--- src/rtl/fcl_pkg.sv ---
package fcl_pkg;

	// ==================================================================
	// fuse byte offsets
	localparam logic [3:0] FCL_OFS_WDT = 4'h0;
	localparam logic [3:0] FCL_OFS_BOD = 4'h1;
	localparam logic [3:0] FCL_OFS_OSC = 4'h2;
	localparam logic [3:0] FCL_OFS_SYS0 = 4'h5;
	localparam logic [3:0] FCL_OFS_SYS1 = 4'h6;
	localparam logic [3:0] FCL_OFS_CODE = 4'h7;
	localparam logic [3:0] FCL_OFS_BOOT = 4'h8;
	localparam logic [3:0] FCL_OFS_HOLE_LO = 4'h3;
	localparam logic [3:0] FCL_OFS_HOLE_HI = 4'h4;
	localparam int FCL_NUM_FUSES = 9;

	// ==================================================================
	// field positions (low bit of each field)
	localparam int FCL_WDT_WINDOW_LSB = 4;
	localparam int FCL_WDT_PERIOD_LSB = 0;
	localparam int FCL_BOD_LEVEL_LSB = 5;
	localparam int FCL_BOD_RATE_BIT = 4;
	localparam int FCL_BOD_ACTIVE_LSB = 2;
	localparam int FCL_BOD_SLEEP_LSB = 0;
	localparam int FCL_OSC_SEL_LSB = 0;
	localparam int FCL_SYS0_REGION_LSB = 6;
	localparam int FCL_SYS0_POLY_BIT = 5;
	localparam int FCL_SYS0_DEBUG_BIT = 4;

	// ==================================================================
	// reserved-bit masks: set bits are kept, clear bits read as zero
	localparam logic [7:0] FCL_MASK_OSC = 8'h0f;
	localparam logic [7:0] FCL_MASK_SYS0 = 8'hf9;
	localparam logic [7:0] FCL_MASK_SYS1 = 8'h1f;

	// ==================================================================
	// field encodings
	localparam logic [2:0] FCL_LEVEL_MAX = 3'h3;
	localparam logic [1:0] FCL_MODE_OFF = 2'h0;
	localparam logic [1:0] FCL_MODE_WAIT = 2'h3;
	localparam logic [1:0] FCL_SLEEP_RSVD = 2'h3;
	localparam logic [3:0] FCL_OSC_FAST = 4'h0;
	localparam logic [3:0] FCL_OSC_SLOW = 4'h1;
	localparam logic [1:0] FCL_REGION_NONE = 2'h3;

	// ==================================================================
	// reset values of the target fields
	localparam logic [7:0] FCL_RST_BYTE = 8'h00;

	// ==================================================================
	// timing counts
	// edges after a wake during which the synchronised status is stale
	localparam logic [1:0] FCL_WAKE_BLANK = 2'h2;

	typedef enum logic [1:0] {
		FCL_ST_RESET = 2'b00,
		FCL_ST_FETCH = 2'b01,
		FCL_ST_APPLY = 2'b11,
		FCL_ST_RUN = 2'b10
	} fcl_state_e;

endpackage

--- src/rtl/fcl_fuse_array.sv ---
// ======================================================================
// nonvolatile fuse bytes: written only from the programming port
module fcl_fuse_array
	import fcl_pkg::*;
#(
	parameter int NUM = FCL_NUM_FUSES
) (
	input wire logic clk,
	input wire logic srst,
	input wire logic clk_en,
	input wire logic prog_we,
	input wire logic [3:0] prog_addr,
	input wire logic [7:0] prog_wdata,
	input wire logic [3:0] rd_addr,
	output logic [7:0] rd_data
);

	logic [7:0] mem_q [NUM];
	logic [7:0] mem_d [NUM];

	// reserved bits are kept zero whatever the programmer sends
	function automatic logic [7:0] fcl_mask(input logic [3:0] a);
		unique case (a)
			FCL_OFS_OSC: fcl_mask = FCL_MASK_OSC;
			FCL_OFS_SYS0: fcl_mask = FCL_MASK_SYS0;
			FCL_OFS_SYS1: fcl_mask = FCL_MASK_SYS1;
			default: fcl_mask = 8'hff;
		endcase
	endfunction

	// holes are never written and offsets past the last byte hold no storage
	function automatic logic fcl_mapped(input logic [3:0] a);
		fcl_mapped = (int'(a) < NUM) && (a != FCL_OFS_HOLE_LO) &&
			(a != FCL_OFS_HOLE_HI);
	endfunction

	// next contents; holes are never written
	always_comb begin
		for (int i = 0; i < NUM; i++) begin
			mem_d[i] = mem_q[i];
		end
		if (prog_we && fcl_mapped(prog_addr)) begin
			mem_d[prog_addr] = prog_wdata & fcl_mask(prog_addr); // RULE13
		end
	end

	// contents survive reset: nonvolatile, so srst is not used here
	always_ff @(posedge clk) begin
		if (clk_en) begin
			mem_q <= mem_d;
		end
	end

	// combinational read; holes and unmapped offsets read zero, since
	// their never-written storage would otherwise leak unknowns
	always_comb begin
		if (fcl_mapped(rd_addr)) begin
			rd_data = mem_q[rd_addr];
		end else begin
			rd_data = FCL_RST_BYTE;
		end
	end

endmodule

--- src/rtl/fcl_loader.sv ---
// How it works
// RULE1 - watchdog fuse bits 7:4 go to the window field at reset.
// RULE2 - watchdog fuse bits 3:0 go to the period field at reset.
// RULE3 - brown-out bits 7:5 set threshold level; codes above 3 reserved.
// RULE4 - brown-out bit 4 sets sample rate: 0 is 128 Hz, 1 is 32 Hz.
// RULE5 - brown-out bits 3:2 set active mode: off, on, sampled, on-with-wait.
// RULE6 - active mode 3 holds execution at wake until detector runs.
// RULE7 - brown-out bits 1:0 set sleep mode; code 3 reserved.
// RULE8 - oscillator bits 3:0 pick default clock: 0 fast, 1 slow.
// RULE9 - system bits 7:6 choose the region scanned at reset.
// RULE10 - system bit 5 chooses CRC-16-CCITT or CRC-32 polynomial.
// RULE11 - system bit 4 makes debug pin GPIO or debug with pull-up.
// RULE12 - fuses copy out at end of start-up; changes need reset.
// RULE13 - CPU and debug read fuses; only programmer writes, reserved zero.
module fcl_loader
	import fcl_pkg::*;
(
	input wire logic clk,
	input wire logic srst,
	input wire logic clk_en,
	input wire logic startup_done,
	input wire logic prog_we,
	input wire logic [3:0] prog_addr,
	input wire logic [7:0] prog_wdata,
	input wire logic [3:0] cpu_addr,
	output logic [7:0] cpu_rdata,
	input wire logic wake_event,
	input wire logic bod_running,
	output logic load_busy,
	output logic [3:0] watchdog_window,
	output logic [3:0] watchdog_period,
	output logic [2:0] threshold_level,
	output logic threshold_reserved,
	output logic sample_rate_select,
	output logic [1:0] bod_active_mode,
	output logic [1:0] bod_sleep_mode,
	output logic sleep_mode_reserved,
	output logic cpu_hold,
	output logic [3:0] clock_source_code,
	output logic use_internal_slow_oscillator,
	output logic clock_code_reserved,
	output logic [1:0] scan_region_select,
	output logic scan_enable,
	output logic polynomial_select,
	output logic debug_pin_function,
	output logic debug_pin_pullup
);

	// ==================================================================
	// fuse storage and address sharing
	logic [3:0] rd_addr;
	logic [7:0] rd_data;
	fcl_state_e st_q;
	fcl_state_e st_d;
	logic [3:0] idx_q;
	logic [3:0] idx_d;

	// loader owns the read port while copying; cpu sees zero meanwhile
	assign rd_addr = (st_q == FCL_ST_FETCH) ? idx_q : cpu_addr;
	assign cpu_rdata = (st_q == FCL_ST_FETCH) ? FCL_RST_BYTE : rd_data; // RULE13

	fcl_fuse_array #(
		.NUM(FCL_NUM_FUSES)
	) u_fuses (
		.clk(clk),
		.srst(srst),
		.clk_en(clk_en),
		.prog_we(prog_we), // RULE13
		.prog_addr(prog_addr),
		.prog_wdata(prog_wdata),
		.rd_addr(rd_addr),
		.rd_data(rd_data)
	);

	// ==================================================================
	// load sequencer
	// copies happen once per reset, so later fuse writes wait for reset
	// the walk reads one byte per edge: watchdog, brown-out, oscillator,
	// the two holes, then the system byte; the holes cost two idle edges
	// but keep the index a plain counter
	always_comb begin
		st_d = st_q;
		idx_d = idx_q;
		unique case (st_q)
			FCL_ST_RESET: begin
				idx_d = FCL_OFS_WDT;
				if (startup_done) begin
					st_d = FCL_ST_FETCH; // RULE12
				end
			end
			FCL_ST_FETCH: begin
				if (idx_q == FCL_OFS_SYS0) begin
					st_d = FCL_ST_APPLY;
				end else begin
					idx_d = idx_q + 4'h1;
				end
			end
			FCL_ST_APPLY: st_d = FCL_ST_RUN;
			FCL_ST_RUN: st_d = FCL_ST_RUN; // RULE12
		endcase
	end

	always_ff @(posedge clk) begin
		if (srst) begin
			st_q <= FCL_ST_RESET;
			idx_q <= 4'h0;
		end else if (clk_en) begin
			st_q <= st_d;
			idx_q <= idx_d;
		end
	end

	assign load_busy = (st_q != FCL_ST_RUN);

	// ==================================================================
	// shadow copies of the fuse bytes that feed targets
	logic [7:0] wdt_q;
	logic [7:0] wdt_d;
	logic [7:0] bod_q;
	logic [7:0] bod_d;
	logic [7:0] osc_q;
	logic [7:0] osc_d;
	logic [7:0] sys_q;
	logic [7:0] sys_d;

	// capture each byte as the sequencer walks past it
	always_comb begin
		wdt_d = wdt_q;
		bod_d = bod_q;
		osc_d = osc_q;
		sys_d = sys_q;
		if (st_q == FCL_ST_FETCH) begin
			unique case (idx_q)
				FCL_OFS_WDT: wdt_d = rd_data; // RULE1 RULE2
				FCL_OFS_BOD: bod_d = rd_data; // RULE3
				FCL_OFS_OSC: osc_d = rd_data; // RULE8
				FCL_OFS_SYS0: sys_d = rd_data; // RULE9
				default: ;
			endcase
		end
	end

	always_ff @(posedge clk) begin
		if (srst) begin
			wdt_q <= FCL_RST_BYTE;
			bod_q <= FCL_RST_BYTE;
			osc_q <= FCL_RST_BYTE;
			sys_q <= FCL_RST_BYTE;
		end else if (clk_en) begin
			wdt_q <= wdt_d;
			bod_q <= bod_d;
			osc_q <= osc_d;
			sys_q <= sys_d;
		end
	end

	// ==================================================================
	// target fields, updated together at the apply step
	logic [7:0] t_wdt_q;
	logic [7:0] t_wdt_d;
	logic [7:0] t_bod_q;
	logic [7:0] t_bod_d;
	logic [3:0] t_osc_q;
	logic [3:0] t_osc_d;
	logic [3:0] t_sys_q;
	logic [3:0] t_sys_d;

	// targets keep safe zero defaults until the fuses arrive
	always_comb begin
		t_wdt_d = t_wdt_q;
		t_bod_d = t_bod_q;
		t_osc_d = t_osc_q;
		t_sys_d = t_sys_q;
		if (st_q == FCL_ST_APPLY) begin
			t_wdt_d = wdt_q; // RULE1 RULE2
			t_bod_d = bod_q; // RULE3 RULE4 RULE5 RULE7
			t_osc_d = osc_q[FCL_OSC_SEL_LSB +: 4]; // RULE8
			t_sys_d = sys_q[FCL_SYS0_DEBUG_BIT +: 4]; // RULE9 RULE10 RULE11
		end
	end

	always_ff @(posedge clk) begin
		if (srst) begin
			t_wdt_q <= FCL_RST_BYTE;
			t_bod_q <= FCL_RST_BYTE;
			t_osc_q <= 4'h0;
			t_sys_q <= 4'h0;
		end else if (clk_en) begin
			t_wdt_q <= t_wdt_d;
			t_bod_q <= t_bod_d;
			t_osc_q <= t_osc_d;
			t_sys_q <= t_sys_d;
		end
	end

	// watchdog fields
	assign watchdog_window = t_wdt_q[FCL_WDT_WINDOW_LSB +: 4]; // RULE1
	assign watchdog_period = t_wdt_q[FCL_WDT_PERIOD_LSB +: 4]; // RULE2

	// brown-out fields; reserved codes are flagged, not altered
	assign threshold_level = t_bod_q[FCL_BOD_LEVEL_LSB +: 3]; // RULE3
	assign threshold_reserved = threshold_level > FCL_LEVEL_MAX; // RULE3
	assign sample_rate_select = t_bod_q[FCL_BOD_RATE_BIT]; // RULE4
	assign bod_active_mode = t_bod_q[FCL_BOD_ACTIVE_LSB +: 2]; // RULE5
	assign bod_sleep_mode = t_bod_q[FCL_BOD_SLEEP_LSB +: 2]; // RULE7
	assign sleep_mode_reserved = bod_sleep_mode == FCL_SLEEP_RSVD; // RULE7

	// clock default
	assign clock_source_code = t_osc_q; // RULE8
	assign use_internal_slow_oscillator = t_osc_q == FCL_OSC_SLOW; // RULE8
	assign clock_code_reserved = (t_osc_q != FCL_OSC_FAST) &&
		(t_osc_q != FCL_OSC_SLOW); // RULE8

	// scan and debug pin: t_sys_q holds system byte bits 7:4
	localparam int SYS_DEBUG = 0;
	localparam int SYS_POLY = FCL_SYS0_POLY_BIT - FCL_SYS0_DEBUG_BIT;
	localparam int SYS_REGION = FCL_SYS0_REGION_LSB - FCL_SYS0_DEBUG_BIT;

	// the debug bit drives both the pin function and its pull-up
	function automatic logic sys_bit_debug(input logic [3:0] f);
		sys_bit_debug = f[SYS_DEBUG];
	endfunction

	assign scan_region_select = t_sys_q[SYS_REGION +: 2]; // RULE9
	assign scan_enable = !load_busy &&
		(scan_region_select != FCL_REGION_NONE); // RULE9
	assign polynomial_select = t_sys_q[SYS_POLY]; // RULE10
	assign debug_pin_function = sys_bit_debug(t_sys_q); // RULE11
	assign debug_pin_pullup = sys_bit_debug(t_sys_q); // RULE11

	// ==================================================================
	// wake hold: cpu waits at wake until the detector reports running
	logic hold_q;
	logic hold_d;
	logic [1:0] blank_q;
	logic [1:0] blank_d;
	logic run_s1_q;
	logic run_s2_q;
	logic hold_arm;
	logic run_seen;

	// detector status comes from another domain, so synchronise it
	always_ff @(posedge clk) begin
		if (srst) begin
			run_s1_q <= 1'b0;
			run_s2_q <= 1'b0;
		end else if (clk_en) begin
			run_s1_q <= bod_running;
			run_s2_q <= run_s1_q;
		end
	end

	// a wake arms the hold only when the applied mode asks for it
	assign hold_arm = wake_event && !load_busy &&
		(bod_active_mode == FCL_MODE_WAIT); // RULE6

	// the synchroniser still carries the status from before the wake,
	// so running is trusted only once the blanking count has run out
	assign run_seen = run_s2_q && (blank_q == 2'h0); // RULE6

	// set beats clear when a new wake lands on the releasing cycle
	always_comb begin
		hold_d = hold_q;
		blank_d = blank_q;
		if (blank_q != 2'h0) begin
			blank_d = blank_q - 2'h1;
		end
		if (hold_arm) begin
			hold_d = 1'b1; // RULE6
			blank_d = FCL_WAKE_BLANK;
		end else if (run_seen) begin
			hold_d = 1'b0; // RULE6
		end
	end

	always_ff @(posedge clk) begin
		if (srst) begin
			hold_q <= 1'b0;
			blank_q <= 2'h0;
		end else if (clk_en) begin
			hold_q <= hold_d;
			blank_q <= blank_d;
		end
	end

	// execution is also held until the fuses have been applied
	assign cpu_hold = hold_q || load_busy; // RULE6 RULE12

endmodule

--- config.mk ---
export PLATFORM = sky130hd
export DESIGN_NAME = fcl_loader
export DESIGN_NICKNAME = d
export VERILOG_FILES = /design/src/rtl/fcl_pkg.sv /design/src/rtl/fcl_fuse_array.sv /design/src/rtl/fcl_loader.sv
export SDC_FILE = /design/constraint.sdc
export NUM_CORES = 1
export LEC_CHECK = 0
export BUFFER_PORTS_ARGS = -buffer_cell sky130_fd_sc_hd__buf_2
export CAP_MARGIN = 5
export CELL_PAD_IN_SITES_DETAIL_PLACEMENT = 2
export CELL_PAD_IN_SITES_GLOBAL_PLACEMENT = 2
export CORE_UTILIZATION = 38
export DETAILED_ROUTE_END_ITERATION = 16
export HOLD_SLACK_MARGIN = 0.08
export PLACE_DENSITY_LB_ADDON = 0.1
export SLEW_MARGIN = 20
export SYNTH_ARGS = -nofsm -noshare
export SYNTH_HDL_FRONTEND = slang
export SYNTH_SLANG_ARGS = --single-unit
--- constraint.sdc ---
create_clock -name clk -period 6 [get_ports clk]
set_clock_uncertainty 0.05 [all_clocks]
set_input_delay 0 -clock clk [delete_from_list [all_inputs] [get_ports clk]]
set_output_delay 0 -clock clk [all_outputs]
set_load 0.05 [all_outputs]
==> results.sh <==
export IMPL_gp_congestion=0.7967
export IMPL_fin_setup_tns_ps=0
export IMPL_finalMaxSlewViolations=0
export IMPL_power_density_mw_per_mm2=314.5
export IMPL_area_delta_synth_final_pct=24.24
export IMPL_cts_path_max_buffers=2
export IMPL_end_kind="output pin"
export IMPL_antenna_found_initial=0
export IMPL_crit_type="register to output pin"
export IMPL_place_area_mm2=0.005344
export IMPL_cp_required_ps=5950
export IMPL_irDropWorstVdd_v=0.0001779
export IMPL_die_h_um=115.4
export IMPL_synth_warnings=0
export IMPL_vias=3759
export IMPL_dpl_hpwl_mm=9.307
export IMPL_cp_start_kind="register"
export IMPL_drive_gt1_frac=0.2147
export IMPL_fmax_mhz=280.4
export IMPL_initial_core_util=0.3889
export IMPL_final_nets=560
export IMPL_worst_pin_slew_ps=885.1
export IMPL_synth_area_per_cell_um2=10.93
export IMPL_cts_root_buf="clkbuf_16"
export IMPL_io_buffers=62
export IMPL_core_mm2=0.01257
export IMPL_h_tree_depth=4
export IMPL_clk_latency_ps=420
export IMPL_syn_area_mm2=0.004887
export IMPL_ios=63
export IMPL_dr_pass1_iters=4
export IMPL_min_from="wake_event"
export IMPL_startpoint="st_q[1]$_SDFFE_PP0P_"
export IMPL_drt_iter0_markers=115
export IMPL_yosysSeqAreaShare=0.5858
export IMPL_ys_ff_latch=115
export IMPL_cts_tree="done"
export IMPL_grt_pass1_vias=3930
export IMPL_max_stage_delay_ps=700
export IMPL_drt_wirelength_per_cell_um=18.97
export IMPL_status="finished clean"
export IMPL_fp_dieArea_mm2=0.01332
export IMPL_ys_async_sr_fraction=0
export IMPL_leakage_uw=0.002229
export IMPL_grt_usage=0.2195
export IMPL_seq_area_mm2=0.002863
export IMPL_num_antenna_cells=0
export IMPL_wirelength_mm=13.60
export IMPL_detail_route_antenna_nets=0
export IMPL_path_max_fanout=16
export IMPL_clock_sinks=115
export IMPL_rsz0062_at_grt="no"
export IMPL_arrival_ps=3520
export IMPL_post_cts_buffers=0
export IMPL_ys_flop_type="dfxtp_1"
export IMPL_syn_num_nets=475
export IMPL_slew_headroom=0.4083
export IMPL_cts_buffers=17
export IMPL_clkTransAtPathRegs_ps=50
export IMPL_synthCells=447
export IMPL_synth_edf_count=56
export IMPL_fill_cells=1269
export IMPL_cp_cell_sequence="nand2b_1, mux2i_4, a21oi_1, or3_1, nor3_1, buf_2"
export IMPL_grt_max_degree=64
export IMPL_drv_cap=0
export IMPL_hold_viol_final=0
export IMPL_finalInstanceArea_mm2=0.006072
export IMPL_rows=41
export IMPL_grt_overflow_total=0
export IMPL_crit_slowest_cell="nand2b_1"
export IMPL_whs_path_depth=4
export IMPL_post_route_min_period_ps=3566
export IMPL_r2r_start="st_q[1]$_SDFFE_PP0P_"
export IMPL_r2r_cells=5
export IMPL_via_per_inst=5.243
export IMPL_worst_hold_path_type="input pin to register"
export IMPL_multiInputGateArea_mm2=0.001862
export IMPL_post_route_drc_count=0
export IMPL_synth_cell_type_count=50
export IMPL_die_x_um=115.4
export IMPL_period_share=0.5944
export IMPL_setup_viol=0
export IMPL_grt_pass1_wl_mm=21.33
==> repair_timing <==
item | 4_1_cts | 5_1_grt
hold endpoints to repair | 64 | 3
hold buffers | 19 | 1
gates resized for setup | 0 | 0
==> Yosys cell counts, types with 3 or more instances <==
| master | count | share of area |
|---|---|---|
| mux2i_4 | 3 | 0.014 |
| nor2_1 | 20 | 0.015 |
| nor2b_1 | 16 | 0.020 |
| nand2b_1 | 3 | 0.0038 |
| inv_1 | 11 | 0.0084 |
| nand3b_1 | 9 | 0.014 |
| dfxtp_1 | 59 | 0.24 |
| buf_4 | 5 | 0.0077 |
| a31o_2 | 4 | 0.0072 |
| a31oi_4 | 4 | 0.017 |
| o31ai_1 | 8 | 0.012 |
| ha_1 | 5 | 0.013 |
| or3_1 | 5 | 0.0064 |
| nand2_1 | 80 | 0.061 |
| and4b_1 | 3 | 0.0061 |
| or2_2 | 3 | 0.0038 |
| a32o_1 | 12 | 0.025 |
| a31oi_1 | 8 | 0.010 |
| nor3_1 | 9 | 0.0092 |
| o22ai_1 | 8 | 0.010 |
| nand3_1 | 4 | 0.0041 |
| xnor2_1 | 3 | 0.0054 |
| a21oi_1 | 55 | 0.056 |
| and3_1 | 4 | 0.0051 |
| or4_1 | 4 | 0.0061 |
| clkbuf_1 | 15 | 0.012 |
| edfxtp_1 | 56 | 0.34 |
| nor4_1 | 4 | 0.0051 |
==> sequential cells by signal (all words and copies together), names as in the netlist <==
signal and count:
u_fuses.mem_q 56, bod_q 8, t_bod_q 8, t_wdt_q 8
wdt_q 8, clock_source_code 4, idx_q 4, osc_q 4
sys_q 4, t_sys_q 4, blank_q 2, st_q 2
hold_q 1, run_s1_q 1, run_s2_q 1
==> power by group <==
| part | leakage (uW) | switching, uW | internal [uW] |
|---|---|---|---|
| clock | 0.000263 | 346 | 556 |
| combinational | 0.000995 | 113 | 54.5 |
| sequential | 0.000971 | 6.06 | 834 |
| total | 0.00223 | 465 | 1440 |
==> logic make-up (layout without fill, tap and decap cells) <==
| group | count (synthesis) | after routing | synth area share |
|---|---|---|---|
| AO/OA/AOI/OAI | 107 | 107 | 0.1541 |
| adder cells (fa/ha/maj) | 5 | 5 | 0.01280 |
| flip-flops | 115 | 115 | 0.5858 |
| buffers and inverters | 34 | 132 | 0.03328 |
| XOR/XNOR | 3 | 3 | 0.005377 |
| AND/OR/NAND/NOR | 178 | 178 | 0.1907 |
| multiplexers | 5 | 5 | 0.01792 |
==> path summary, 6_finish.rpt <==
| kind | end | slack (ps) |
|---|---|---|
| worst max register to register | bod_q[1]$_SDFFE_PP0P_ | 3050 |
| worst max-delay path | cpu_rdata[4] | 2430 |
| worst min register to register | t_sys_q[3]$_SDFFE_PP0P_ | 400 |
| worst min-delay path | blank_q[1]$_SDFFE_PP0P_ | 90 |
==> worst max-delay path: cells and delay by family (launching register included) <==
family | cells | cell delay (ps)
mux | 1 | 620
simple gates | 3 | 1400
compound gates | 1 | 150
flops | 1 | 580
buf+inv | 1 | 330
==> stage by stage <==
stage	power, uW	utilization	hold WS (ps)	std cells	worst slack [ps]
2_1_floorplan	964.6	-	48.87	447	3434
3_3_place_gp	1007	0.4252	185.0	665	2942
3_5_place_dp	1014	0.4252	219.4	665	2862
4_1_cts	1929	0.4821	93.85	716	2400
5_1_grt	1977	0.4831	112.1	717	2249
6_report	1909	0.4831	91.03	717	2434
==> layout make-up <==
class                           instances  share of cell area
Clock buffer                           18             0.07068
Clock inverter                         14             0.01587
Inverter                               11            0.006800
Multi-Input combinational cell        298              0.3066
Sequential cell                       115              0.4715
Tap cell                              172             0.03544
Timing Repair Buffer                   89             0.09314
==> per-layer routing <==
metal / track usage / share of wire / up-vias
li1: - / - / 1811
met1: 0.2704 / 0.46 / 1854
met2: 0.3661 / 0.49 / 73
met3: 0.05008 / 0.029 / 21
met4: 0.09957 / 0.022 / 0
met5: 0 / 0 / -
==> layout by cell type (no fill, tap or decap), types with 2 or more instances in the layout <==
cell type	Yosys	final
a31oi_1	8	8
and3_1	4	4
nand3_1	4	4
or3_1	5	5
nand2_1	80	80
nand4_1	2	2
dfxtp_1	59	59
o31a_1	2	2
dlygate4sd3_1	0	20
nand2b_1	3	3
edfxtp_1	56	56
a21oi_1	55	55
clkinv_2	0	7
buf_4	5	8
nor2_1	20	20
and4b_1	3	3
clkinv_1	0	4
ha_1	5	5
nor2b_1	16	16
xnor2_1	3	3
o22ai_1	8	8
and4bb_2	2	2
or4_1	4	4
mux2i_4	3	3
buf_2	1	61
clkbuf_16	0	17
nor3_1	9	9
nand3b_1	9	9
a31oi_4	4	4
mux2i_1	2	2
inv_1	11	11
a32o_1	12	12
a31o_2	4	4
nor4_1	4	4
o31ai_1	8	8
or2_2	3	3
Power figures use the tool's default switching activity.
